===== src/verilog/vie_map.vh =====
`ifndef VIE_MAP_VH
`define VIE_MAP_VH

// ahb byte offsets
`define VIE_OFS_CMD 5'h00
`define VIE_OFS_DATA 5'h04
`define VIE_OFS_STATUS 5'h08
`define VIE_OFS_MODE 5'h0c
`define VIE_OFS_SCAN 5'h10

// instruction decode bit positions
`define VIE_OP_DDADDR 7
`define VIE_OP_CGADDR 6
`define VIE_OP_FUNC 5
`define VIE_OP_SHIFT 4
`define VIE_OP_ONOFF 3
`define VIE_OP_ENTRY 2
`define VIE_OP_HOME 1
`define VIE_OP_CLEAR 0

// status register fields
`define VIE_ST_AC_MSB 6
`define VIE_ST_BUSY 7
`define VIE_ST_CG 8

// mode register fields
`define VIE_MD_BLINK 0
`define VIE_MD_CURSOR 1
`define VIE_MD_DISPLAY 2
`define VIE_MD_SHIFTEN 3
`define VIE_MD_INC 4
`define VIE_MD_LINES 5
`define VIE_MD_WIDTH 6
`define VIE_MD_BR_LSB 7
`define VIE_MD_DSH_LSB 16

// scan register fields
`define VIE_SC_PHASE 0
`define VIE_SC_BLANK 1
`define VIE_SC_ANODE 2
`define VIE_SC_GRID_LSB 8

// reset values
`define VIE_RST_INC 1'b1
`define VIE_RST_SHIFTEN 1'b0
`define VIE_RST_WIDTH 1'b1
`define VIE_RST_LINES 1'b1
`define VIE_RST_BRIGHT 2'b00
`define VIE_RST_ONOFF 1'b0
`define VIE_SPACE_CODE 8'h20
`define VIE_DD_LAST 7'h7f

// timing
`define VIE_CLK_KHZ 20000
`define VIE_TDSP_US 200
`define VIE_TBLK_US 10
`define VIE_BLINK_HALF_MS 500
`define VIE_DSP_CYC ((`VIE_CLK_KHZ * `VIE_TDSP_US) / 1000)
`define VIE_BLK_CYC ((`VIE_CLK_KHZ * `VIE_TBLK_US) / 1000)
// half of the blink period in clocks, sized for the 24-bit timer
`define VIE_BLINK_HALF_CYC 24'd10000000
`define VIE_GRID_COUNT 24

`endif


===== src/verilog/vie_ram.v =====
module vie_ram #(
   parameter AW = 7,
   parameter DW = 8
) (
   // clock
   input wire ref_clk_in,
   // write port
   input wire we_in,
   input wire [AW-1:0] waddr_in,
   input wire [DW-1:0] wdata_in,
   // read port
   input wire re_in,
   input wire [AW-1:0] raddr_in,
   output reg [DW-1:0] rdata_out
);

   reg [DW-1:0] mem [0:(1<<AW)-1];

   always @(posedge ref_clk_in) begin
      if (we_in) begin
         mem[waddr_in] <= wdata_in;
      end
   end

   // registered read, no reset on contents
   always @(posedge ref_clk_in) begin
      if (re_in) begin
         rdata_out <= mem[raddr_in];
      end
   end

endmodule // vie_ram


===== src/verilog/vie_instruction_executor.v =====
`include "vie_map.vh"

// What this block does
// - clear fills display ram, counter zero
// - clear zeroes display shift, cursor home
// - home zeroes counter and display shift
// - counter steps up or down per access
// - shift-enable write shifts display, else cursor
// - reads and char ram only move cursor
// - display, cursor, blink held independently
// - cursor blink one hertz, half duty
// - shift instruction moves cursor or both
// - width bit selects eight or four bits
// - one line drives only forty anodes
// - brightness sets anode pulse fraction
// - slot is display then blanking period
// - char address loads six-bit counter
// - char write steps counter by one
// - char address wraps at 3fh/00h
// - power-on fills spaces, counter zero
// - power-on display cursor blink off
// - power-on increment, display shift off
// - power-on eight-bit, two lines, full
module vie_instruction_executor #(
   parameter [23:0] BLINK_HALF_CYC = `VIE_BLINK_HALF_CYC
) (
   // clock and reset
   input wire ref_clk_in,
   input wire reset_in,
   // ahb-lite slave
   input wire hsel_in,
   input wire [31:0] haddr_in,
   input wire [1:0] htrans_in,
   input wire hwrite_in,
   input wire [2:0] hsize_in,
   input wire [31:0] hwdata_in,
   input wire hready_in,
   output wire [31:0] hrdata_out,
   output wire hreadyout_out,
   output wire hresp_out,
   // scanner side
   input wire [79:0] anode_pattern_in,
   output reg [79:0] anode_outputs_out,
   output reg grid_start_out,
   output reg [4:0] grid_index_out,
   output reg blank_out,
   output reg blink_lit_out,
   output reg cursor_on_out,
   output reg [6:0] cursor_pos_out,
   output reg [6:0] display_shift_out,
   output reg bus_width_sel_out
);

   localparam integer DSP_INT = `VIE_DSP_CYC;
   localparam integer SLOT_INT = `VIE_DSP_CYC + `VIE_BLK_CYC;
   localparam integer GRID_INT = `VIE_GRID_COUNT - 1;
   localparam [12:0] DSP_CYC = DSP_INT[12:0];
   localparam [12:0] SLOT_CYC = SLOT_INT[12:0];
   localparam [4:0] GRID_LAST = GRID_INT[4:0];
   localparam [23:0] BLINK_LAST = BLINK_HALF_CYC - 24'h000001;

   // settings
   reg display_on_r;
   reg cursor_on_r;
   reg blink_on_r;
   reg inc_r;
   reg shift_en_r;
   reg bus_width_sel_r;
   reg lines_r;
   reg brightness_hi_r;
   reg brightness_lo_r;
   reg [6:0] address_counter_r;
   reg cg_target_r;
   reg [6:0] shift_r;
   // clear engine
   reg fill_active_r;
   reg [6:0] fill_addr_r;
   // bus data phase
   reg dph_valid_r;
   reg dph_write_r;
   reg [4:0] dph_addr_r;
   reg [1:0] rd_cnt_r;
   reg [31:0] hrdata_r;
   reg [31:0] rd_mux;
   // scan and blink
   reg [12:0] slot_cnt_r;
   reg [23:0] blink_cnt_r;
   reg blink_phase_r;

   wire [7:0] dd_rdata;
   wire [7:0] cg_rdata;

   // step counter with wrap per target
   function [6:0] ac_step;
      input [6:0] a;
      input up;
      input cg;
      reg [5:0] low;
      begin
         low = up ? a[5:0] + 6'h01 : a[5:0] - 6'h01;
         if (cg) begin
            ac_step = {1'b0, low};
         end else begin
            ac_step = up ? a + 7'h01 : a - 7'h01;
         end
      end
   endfunction

   // anode pulse length from brightness code
   function [12:0] pulse_cycles;
      input [1:0] br;
      begin
         case (br)
            2'b00: pulse_cycles = DSP_CYC;
            2'b01: pulse_cycles = DSP_CYC - {2'b00, DSP_CYC[12:2]};
            2'b10: pulse_cycles = {1'b0, DSP_CYC[12:1]};
            default: pulse_cycles = {2'b00, DSP_CYC[12:2]};
         endcase
      end
   endfunction

   // bus handshake
   wire addr_take = hsel_in & htrans_in[1] & hready_in;
   wire exec_addr = (dph_addr_r == `VIE_OFS_CMD) | (dph_addr_r == `VIE_OFS_DATA);
   // busy stalls writes rather than dropping them
   wire wr_ready = ~(fill_active_r & exec_addr);
   wire rd_ready = (rd_cnt_r == 2'd2);
   assign hreadyout_out = ~dph_valid_r | (dph_write_r ? wr_ready : rd_ready);
   assign hresp_out = 1'b0;
   assign hrdata_out = hrdata_r;

   wire done = dph_valid_r & hreadyout_out;
   wire cmd_go = done & dph_write_r & (dph_addr_r == `VIE_OFS_CMD);
   wire data_wr_go = done & dph_write_r & (dph_addr_r == `VIE_OFS_DATA);
   wire data_rd_go = done & ~dph_write_r & (dph_addr_r == `VIE_OFS_DATA);
   wire ram_re = dph_valid_r & ~dph_write_r & (dph_addr_r == `VIE_OFS_DATA) &
                 (rd_cnt_r == 2'd0) & ~fill_active_r;
   wire [7:0] cmd = hwdata_in[7:0];

   always @(posedge ref_clk_in) begin
      if (reset_in) begin
         dph_valid_r <= 1'b0;
         dph_write_r <= 1'b0;
         dph_addr_r <= 5'h00;
      end else if (hready_in) begin
         dph_valid_r <= addr_take;
         dph_write_r <= hwrite_in;
         dph_addr_r <= {haddr_in[4:2], 2'b00};
      end
   end

   // reads wait two cycles: ram read, then capture
   always @(posedge ref_clk_in) begin
      if (reset_in) begin
         rd_cnt_r <= 2'd0;
         hrdata_r <= 32'h00000000;
      end else if (done) begin
         rd_cnt_r <= 2'd0;
      end else if (dph_valid_r & ~dph_write_r & ~fill_active_r) begin
         rd_cnt_r <= rd_cnt_r + 2'd1;
         if (rd_cnt_r == 2'd1) begin
            hrdata_r <= rd_mux;
         end
      end
   end

   always @* begin
      rd_mux = 32'h00000000;
      if (dph_addr_r == `VIE_OFS_DATA) begin
         rd_mux[7:0] = cg_target_r ? cg_rdata : dd_rdata;
      end else if (dph_addr_r == `VIE_OFS_STATUS) begin
         rd_mux[`VIE_ST_AC_MSB:0] = address_counter_r;
         rd_mux[`VIE_ST_BUSY] = fill_active_r;
         rd_mux[`VIE_ST_CG] = cg_target_r;
      end else if (dph_addr_r == `VIE_OFS_MODE) begin
         rd_mux[`VIE_MD_BLINK] = blink_on_r;
         rd_mux[`VIE_MD_CURSOR] = cursor_on_r;
         rd_mux[`VIE_MD_DISPLAY] = display_on_r;
         rd_mux[`VIE_MD_SHIFTEN] = shift_en_r;
         rd_mux[`VIE_MD_INC] = inc_r;
         rd_mux[`VIE_MD_LINES] = lines_r;
         rd_mux[`VIE_MD_WIDTH] = bus_width_sel_r;
         rd_mux[`VIE_MD_BR_LSB+1] = brightness_hi_r;
         rd_mux[`VIE_MD_BR_LSB] = brightness_lo_r;
         rd_mux[`VIE_MD_DSH_LSB+6:`VIE_MD_DSH_LSB] = shift_r;
      end else if (dph_addr_r == `VIE_OFS_SCAN) begin
         rd_mux[`VIE_SC_PHASE] = blink_phase_r;
         rd_mux[`VIE_SC_BLANK] = blank_out;
         rd_mux[`VIE_SC_ANODE] = (slot_cnt_r < pulse_cycles({brightness_hi_r, brightness_lo_r}));
         rd_mux[`VIE_SC_GRID_LSB+4:`VIE_SC_GRID_LSB] = grid_index_out;
      end
   end

   // instruction execution and shared counter
   always @(posedge ref_clk_in) begin
      if (reset_in) begin
         display_on_r <= `VIE_RST_ONOFF;
         cursor_on_r <= `VIE_RST_ONOFF;
         blink_on_r <= `VIE_RST_ONOFF;
         inc_r <= `VIE_RST_INC;
         shift_en_r <= `VIE_RST_SHIFTEN;
         bus_width_sel_r <= `VIE_RST_WIDTH;
         lines_r <= `VIE_RST_LINES;
         {brightness_hi_r, brightness_lo_r} <= `VIE_RST_BRIGHT;
         address_counter_r <= 7'h00;
         cg_target_r <= 1'b0;
         shift_r <= 7'h00;
         fill_active_r <= 1'b1;
         fill_addr_r <= 7'h00;
      end else begin
         if (fill_active_r) begin
            fill_addr_r <= fill_addr_r + 7'h01;
            if (fill_addr_r == `VIE_DD_LAST) begin
               fill_active_r <= 1'b0;
            end
         end
         if (cmd_go) begin
            if (cmd[`VIE_OP_DDADDR]) begin
               address_counter_r <= cmd[6:0];
               cg_target_r <= 1'b0;
            end else if (cmd[`VIE_OP_CGADDR]) begin
               address_counter_r <= {1'b0, cmd[5:0]};
               cg_target_r <= 1'b1;
            end else if (cmd[`VIE_OP_FUNC]) begin
               bus_width_sel_r <= cmd[4];
               lines_r <= cmd[3];
               brightness_hi_r <= cmd[1];
               brightness_lo_r <= cmd[0];
            end else if (cmd[`VIE_OP_SHIFT]) begin
               address_counter_r <= ac_step(address_counter_r, cmd[2], cg_target_r);
               if (cmd[3]) begin
                  shift_r <= cmd[2] ? shift_r + 7'h01 : shift_r - 7'h01;
               end
            end else if (cmd[`VIE_OP_ONOFF]) begin
               display_on_r <= cmd[2];
               cursor_on_r <= cmd[1];
               blink_on_r <= cmd[0];
            end else if (cmd[`VIE_OP_ENTRY]) begin
               inc_r <= cmd[1];
               shift_en_r <= cmd[0];
            end else if (cmd[`VIE_OP_HOME]) begin
               address_counter_r <= 7'h00;
               cg_target_r <= 1'b0;
               shift_r <= 7'h00;
            end else if (cmd[`VIE_OP_CLEAR]) begin
               fill_active_r <= 1'b1;
               fill_addr_r <= 7'h00;
               address_counter_r <= 7'h00;
               cg_target_r <= 1'b0;
               shift_r <= 7'h00;
            end
         end
         if (data_wr_go | data_rd_go) begin
            address_counter_r <= ac_step(address_counter_r, inc_r, cg_target_r);
         end
         if (data_wr_go & ~cg_target_r & shift_en_r) begin
            shift_r <= inc_r ? shift_r - 7'h01 : shift_r + 7'h01;
         end
      end
   end

   // display ram: fill has the write port while busy
   vie_ram #(.AW(7), .DW(8)) u_display_ram (
      .ref_clk_in(ref_clk_in),
      .we_in(fill_active_r | (data_wr_go & ~cg_target_r)),
      .waddr_in(fill_active_r ? fill_addr_r : address_counter_r),
      .wdata_in(fill_active_r ? `VIE_SPACE_CODE : hwdata_in[7:0]),
      .re_in(ram_re & ~cg_target_r),
      .raddr_in(address_counter_r),
      .rdata_out(dd_rdata)
   );

   vie_ram #(.AW(6), .DW(8)) u_char_gen_ram (
      .ref_clk_in(ref_clk_in),
      .we_in(data_wr_go & cg_target_r),
      .waddr_in(address_counter_r[5:0]),
      .wdata_in(hwdata_in[7:0]),
      .re_in(ram_re & cg_target_r),
      .raddr_in(address_counter_r[5:0]),
      .rdata_out(cg_rdata)
   );

   // grid slot timing
   always @(posedge ref_clk_in) begin
      if (reset_in) begin
         slot_cnt_r <= 13'h0000;
         grid_index_out <= 5'h00;
         grid_start_out <= 1'b0;
         blank_out <= 1'b0;
      end else begin
         grid_start_out <= (slot_cnt_r == SLOT_CYC - 13'h0001);
         if (slot_cnt_r == SLOT_CYC - 13'h0001) begin
            slot_cnt_r <= 13'h0000;
            grid_index_out <= (grid_index_out == GRID_LAST) ? 5'h00 :
                              grid_index_out + 5'h01;
         end else begin
            slot_cnt_r <= slot_cnt_r + 13'h0001;
         end
         blank_out <= (slot_cnt_r >= DSP_CYC - 13'h0001) & (slot_cnt_r != SLOT_CYC - 13'h0001);
      end
   end

   // blink timer free-runs so phase is stable across toggles
   always @(posedge ref_clk_in) begin
      if (reset_in) begin
         blink_cnt_r <= 24'h000000;
         blink_phase_r <= 1'b0;
      end else if (blink_cnt_r == BLINK_LAST) begin
         blink_cnt_r <= 24'h000000;
         blink_phase_r <= ~blink_phase_r;
      end else begin
         blink_cnt_r <= blink_cnt_r + 24'h000001;
      end
   end

   // anode gating, registered outputs
   always @(posedge ref_clk_in) begin
      if (reset_in) begin
         anode_outputs_out <= 80'h0;
         blink_lit_out <= 1'b0;
         cursor_on_out <= 1'b0;
         cursor_pos_out <= 7'h00;
         display_shift_out <= 7'h00;
         bus_width_sel_out <= `VIE_RST_WIDTH;
      end else begin
         if (display_on_r & (slot_cnt_r < pulse_cycles({brightness_hi_r, brightness_lo_r}))) begin
            anode_outputs_out <= anode_pattern_in &
                                 {{40{lines_r}}, 40'hff_ffff_ffff};
         end else begin
            anode_outputs_out <= 80'h0;
         end
         blink_lit_out <= display_on_r & blink_on_r & blink_phase_r;
         cursor_on_out <= display_on_r & cursor_on_r;
         cursor_pos_out <= address_counter_r;
         display_shift_out <= shift_r;
         bus_width_sel_out <= bus_width_sel_r;
      end
   end

endmodule // vie_instruction_executor


===== config.mk =====
export PLATFORM = sky130hd
export DESIGN_NAME = vie_instruction_executor
export DESIGN_NICKNAME = d
export VERILOG_FILES = /design/src/verilog/vie_ram.v /design/src/verilog/vie_instruction_executor.v
export VERILOG_INCLUDE_DIRS = /design/src /design/src/verilog
export SDC_FILE = /design/constraint.sdc
export NUM_CORES = 2
export LEC_CHECK = 0
export ABC_AREA = 0
export BUFFER_PORTS_ARGS = -buffer_cell sky130_fd_sc_hd__buf_2
export CORE_MARGIN = 1
export CORE_UTILIZATION = 50
export DETAILED_ROUTE_END_ITERATION = 10
export PLACE_DENSITY = 0.74
export SKIP_CTS_REPAIR_TIMING = 1
export SLEW_MARGIN = 20
export SYNTH_ARGS = -nofsm -noshare
export SYNTH_HDL_FRONTEND = slang
export SYNTH_SLANG_ARGS = --single-unit

===== constraint.sdc =====
create_clock -name ref_clk_in -period 5.9 [get_ports ref_clk_in]
set_clock_uncertainty 0.05 [all_clocks]
set_input_delay 0 -clock ref_clk_in [delete_from_list [all_inputs] [get_ports ref_clk_in]]
set_output_delay 0 -clock ref_clk_in [all_outputs]
set_load 0.01 [all_outputs]

==> results.sh <==
export IMPL_switchingPower_mw=4.81
export IMPL_peak_clock_frequency_supported_by_timing_mhz=236
export IMPL_rows=135
export IMPL_ff_latch_area_mm2=0.0506
export IMPL_static_leakage_power_nw=26.0
export IMPL_final_cells=6515
export IMPL_main_combinational_cell_family_by_area_after_synthesis="multiplexers"
export IMPL_clk_latency_ps=810
export IMPL_ys_warn_count=0
export IMPL_drt_drc_violations_left=0
export IMPL_worst_slew_pin_transition_ps=1280
export IMPL_synthXorXnorAreaFrac_pct=0.776
export IMPL_worst_ir_drop_vdd_mv=0.296
export IMPL_post_synth_fa_ha_maj_area_fraction_pct=0.363
export IMPL_netlist_area_leader_share_pct=67.7
export IMPL_path_class="flip-flop to flip-flop"
export IMPL_detail_route_antenna_nets=0
export IMPL_cp_max_fo=14
export IMPL_setup_viol=0
export IMPL_cts_inserted_buffers=165
export IMPL_synth_area_per_cell_um2=16.4
export IMPL_synthToLayoutAreaGrowth_pct=14.5
export IMPL_finalMaxSlewViolations=0
export IMPL_worst_ep_arrival_time_ps=4600
export IMPL_cts_tree="yes"
export IMPL_synth_cell_type_count=85
export IMPL_buffer_ports_inserted=221
export IMPL_wl_per_cell_um=31.1
export IMPL_cts_buffer_depth=3
export IMPL_place_detailed_instances=6035
export IMPL_antenna_violations_before_repair=8
export IMPL_die_w_um=373
export IMPL_internal_power_mw=19.3
export IMPL_combPwrFrac_pct=1.7
export IMPL_path_delay_family="simple AND/OR/NAND/NOR gates"
export IMPL_synth_seq_area_share_pct=73.5
export IMPL_die_area_mm2=0.139
export IMPL_timing_final_crit_share_pct=71.9
export IMPL_die_h_um=373
export IMPL_synth_top_flop_cell="edfxtp_1"
export IMPL_synth_simple_area_share_pct=5.83
export IMPL_gp_routability_congestion=0.912
export IMPL_clkSinkCount=1753
export IMPL_n_fill_cell=9874
export IMPL_post_synth_inst_count=4197
export IMPL_synth_cells_most_frequent="1552 x edfxtp_1, 374 x nor2_1, 251 x mux2i_1, 201 x dfxtp_1, 166 x nand2_1"
export IMPL_nets=4772
export IMPL_crit_slowest_cell="nor2_1"
export IMPL_avgViaCountPerCell=6.54
export IMPL_drt_iter0_markers=6242
export IMPL_ios=292
export IMPL_worstPathCellList="nor4b_1 > a31o_2 > nand3_1 > nor2_1"
export IMPL_critPathCaptureType="flip-flop"
export IMPL_maximum_number_of_pins_on_one_net_before_global_route_repair=112
export IMPL_switching_share_pct=20.0
export IMPL_drt_pass1_iter_count=8
export IMPL_global_route_wire_length_before_repair_mm=279
export IMPL_route_final_wire_length_mm=202
export IMPL_multi_input_comb_area_mm2=0.0169
export IMPL_drv_cap=0
export IMPL_outcome="finished, final reports clean"
export IMPL_rsz0062_at_grt="false"
export IMPL_synth_edff_count=1552
export IMPL_floorplan_initialDensity_pct=50.6
export IMPL_htree_num_levels=4
export IMPL_synth_cell_area_mm2=0.0689
export IMPL_drive_gt1_share_pct=17.9
export IMPL_grt_remaining_overflow=0
export IMPL_yosysTopAreaCell="edfxtp_1"
export IMPL_yosys_cell_count_top_type="edfxtp_1"
export IMPL_cell_chosen_for_the_clock_root="clkbuf_16"
export IMPL_cts_reportedPaths_clkPinSlew_ps=60
export IMPL_finalHoldViolations=0
export IMPL_muxShareOfSynthArea_pct=9.53
export IMPL_finalSetupTns_ps=0
export IMPL_first_global_vias=40400
export IMPL_dp_hpwl_mm=119
export IMPL_routed_via_count=42600
export IMPL_yosys_register_bits=1753
export IMPL_timing_critical_path_buf_inv=0
export IMPL_whs_ps=38.8
export IMPL_synth_area_top_cells="edfxtp_1 68%, dfxtp_1 5.8%, mux4_2 4.4%, mux2i_1 3.6%, a221oi_1 2.1%"
export IMPL_gr_usage_all_layers_pct=27.7
export IMPL_seq_power_share_pct=55.6
export IMPL_hold_class="input port to flip-flop"
export IMPL_clock_power_share_pct=42.7
export IMPL_placeableCoreArea_mm2=0.136
export IMPL_max_slew_margin_pct=14.5
export IMPL_postSynth_asyncResetShare_pct=0
export IMPL_max_stage_delay_ps=1100
export IMPL_required_ps=6260
export IMPL_period_minus_slack_ps=4240
export IMPL_area_fraction_in_compound_gates_after_synthesis_pct=7.70
export IMPL_power_per_cell_area_mw_per_mm2=305
export IMPL_startpoint_type="flip-flop"
==> layout by cell type (no fill, tap or decap), types with 21 or more instances in the layout <==
| cell | count |
|---|---|
| a21oi_1 | 88 |
| a221oi_1 | 163 |
| a22o_1 | 24 |
| a22oi_1 | 102 |
| and2_1 | 49 |
| and3_1 | 54 |
| buf_2 | 222 |
| buf_4 | 101 |
| clkbuf_1 | 41 |
| clkbuf_16 | 171 |
| clkinv_1 | 30 |
| clkinv_2 | 28 |
| dfxtp_1 | 196 |
| dlygate4sd3_1 | 176 |
| edfxtp_1 | 1552 |
| inv_1 | 21 |
| mux2_2 | 88 |
| mux2i_1 | 251 |
| mux4_2 | 136 |
| nand2_1 | 166 |
| nand3_1 | 72 |
| nor2_1 | 370 |
| o21ai_0 | 75 |
| o221ai_1 | 21 |
| o22a_1 | 23 |
| o22ai_1 | 70 |
| xnor2_1 | 35 |
| xor2_1 | 26 |
==> cell families after synthesis <==
| kind of cell | after synthesis |
|---|---|
| flip-flops | 1753 |
| AND/OR/NAND/NOR | 859 |
| adder cells (fa/ha/maj) | 20 |
| other | 1 |
| XOR/XNOR | 61 |
| multiplexers | 475 |
| AO/OA/AOI/OAI | 714 |
| buffers and inverters | 314 |
==> power groups by stage <==
stage / combinational, mW / clock, mW / sequential [mW]
final: 0.404 / 10.3 / 13.4
after detailed placement: 0.292 / 0 / 13.7
after global routing: 0.417 / 10.8 / 13.4
after global placement: 0.285 / 0 / 13.7
after CTS: 0.293 / 10.3 / 13.4
after floorplan: 0.123 / 0 / 13.7
==> per-layer routing <==
| layer | vias up | routed length, µm | track usage (%) |
|---|---|---|---|
| met2 | 3297 | 92100 | 42.1 |
| met3 | 646 | 26300 | 8.45 |
| met1 | 21200 | 70700 | 34.9 |
| met5 | - | 13 | 0 |
| met4 | 2 | 13300 | 16.8 |
| li1 | 17400 | - | - |
==> registers in the layout, indices dropped and copies added, names as in the netlist, 8 cells and up <==
register                  count
u_display_ram.mem          1024
u_char_gen_ram.mem          512
anode_outputs_out            80
blink_cnt_r                  24
hrdata_out                   20
slot_cnt_r                   13
u_char_gen_ram.rdata_out      8
u_display_ram.rdata_out       8
==> metrics by stage <==
| stage | cell area, µm² | power, mW | utilization (%) | worst slack, ps |
|---|---|---|---|---|
| after detailed placement | 71900 | 14.0 | 52.8 | 1840 |
| final | 78900 | 24.1 | 57.9 | 1660 |
| after floorplan | 68900 | 13.8 | - | 802 |
| after global routing | 78900 | 24.6 | 57.9 | 1560 |
| after CTS | 77100 | 24.0 | 56.6 | 1810 |
| after global placement | 71900 | 14.0 | 52.8 | 1950 |
==> worst reg2reg max path: cells and delay by family, from the launching register on <==
family	cells	cell delay, ps
AND/OR/NAND/NOR	3	2670
flip-flops	1	680
AO/OA/AOI/OAI	1	450
==> worst paths after layout <==
check | start | endpoint | slack [ps] | cells after the start
min reg2reg | blink_cnt_r[0]$_SDFF_PP0_ | blink_cnt_r[0]$_SDFF_PP0_ | 390 | 1
max reg2reg | dph_addr_r[2]$_SDFFE_PP0P_ | u_display_ram.mem[88][5]$_DFFE_PP_ | 1660 | 4
min | anode_pattern_in[49] | anode_outputs_out[49]$_SDFF_PP0_ | 40 | 3
max | dph_addr_r[2]$_SDFFE_PP0P_ | u_display_ram.mem[88][5]$_DFFE_PP_ | 1660 | 4
==> cell type report <==
cell class	count	area share, %
antenna	6	0.0190
clock buffer	217	5.68
clock inverter	80	0.841
inverter	24	0.121
multi-input combinational	2142	21.4
sequential	1753	64.2
tap	1781	2.82
timing repair buffer	512	4.94
(Power assumes the default switching activity.)
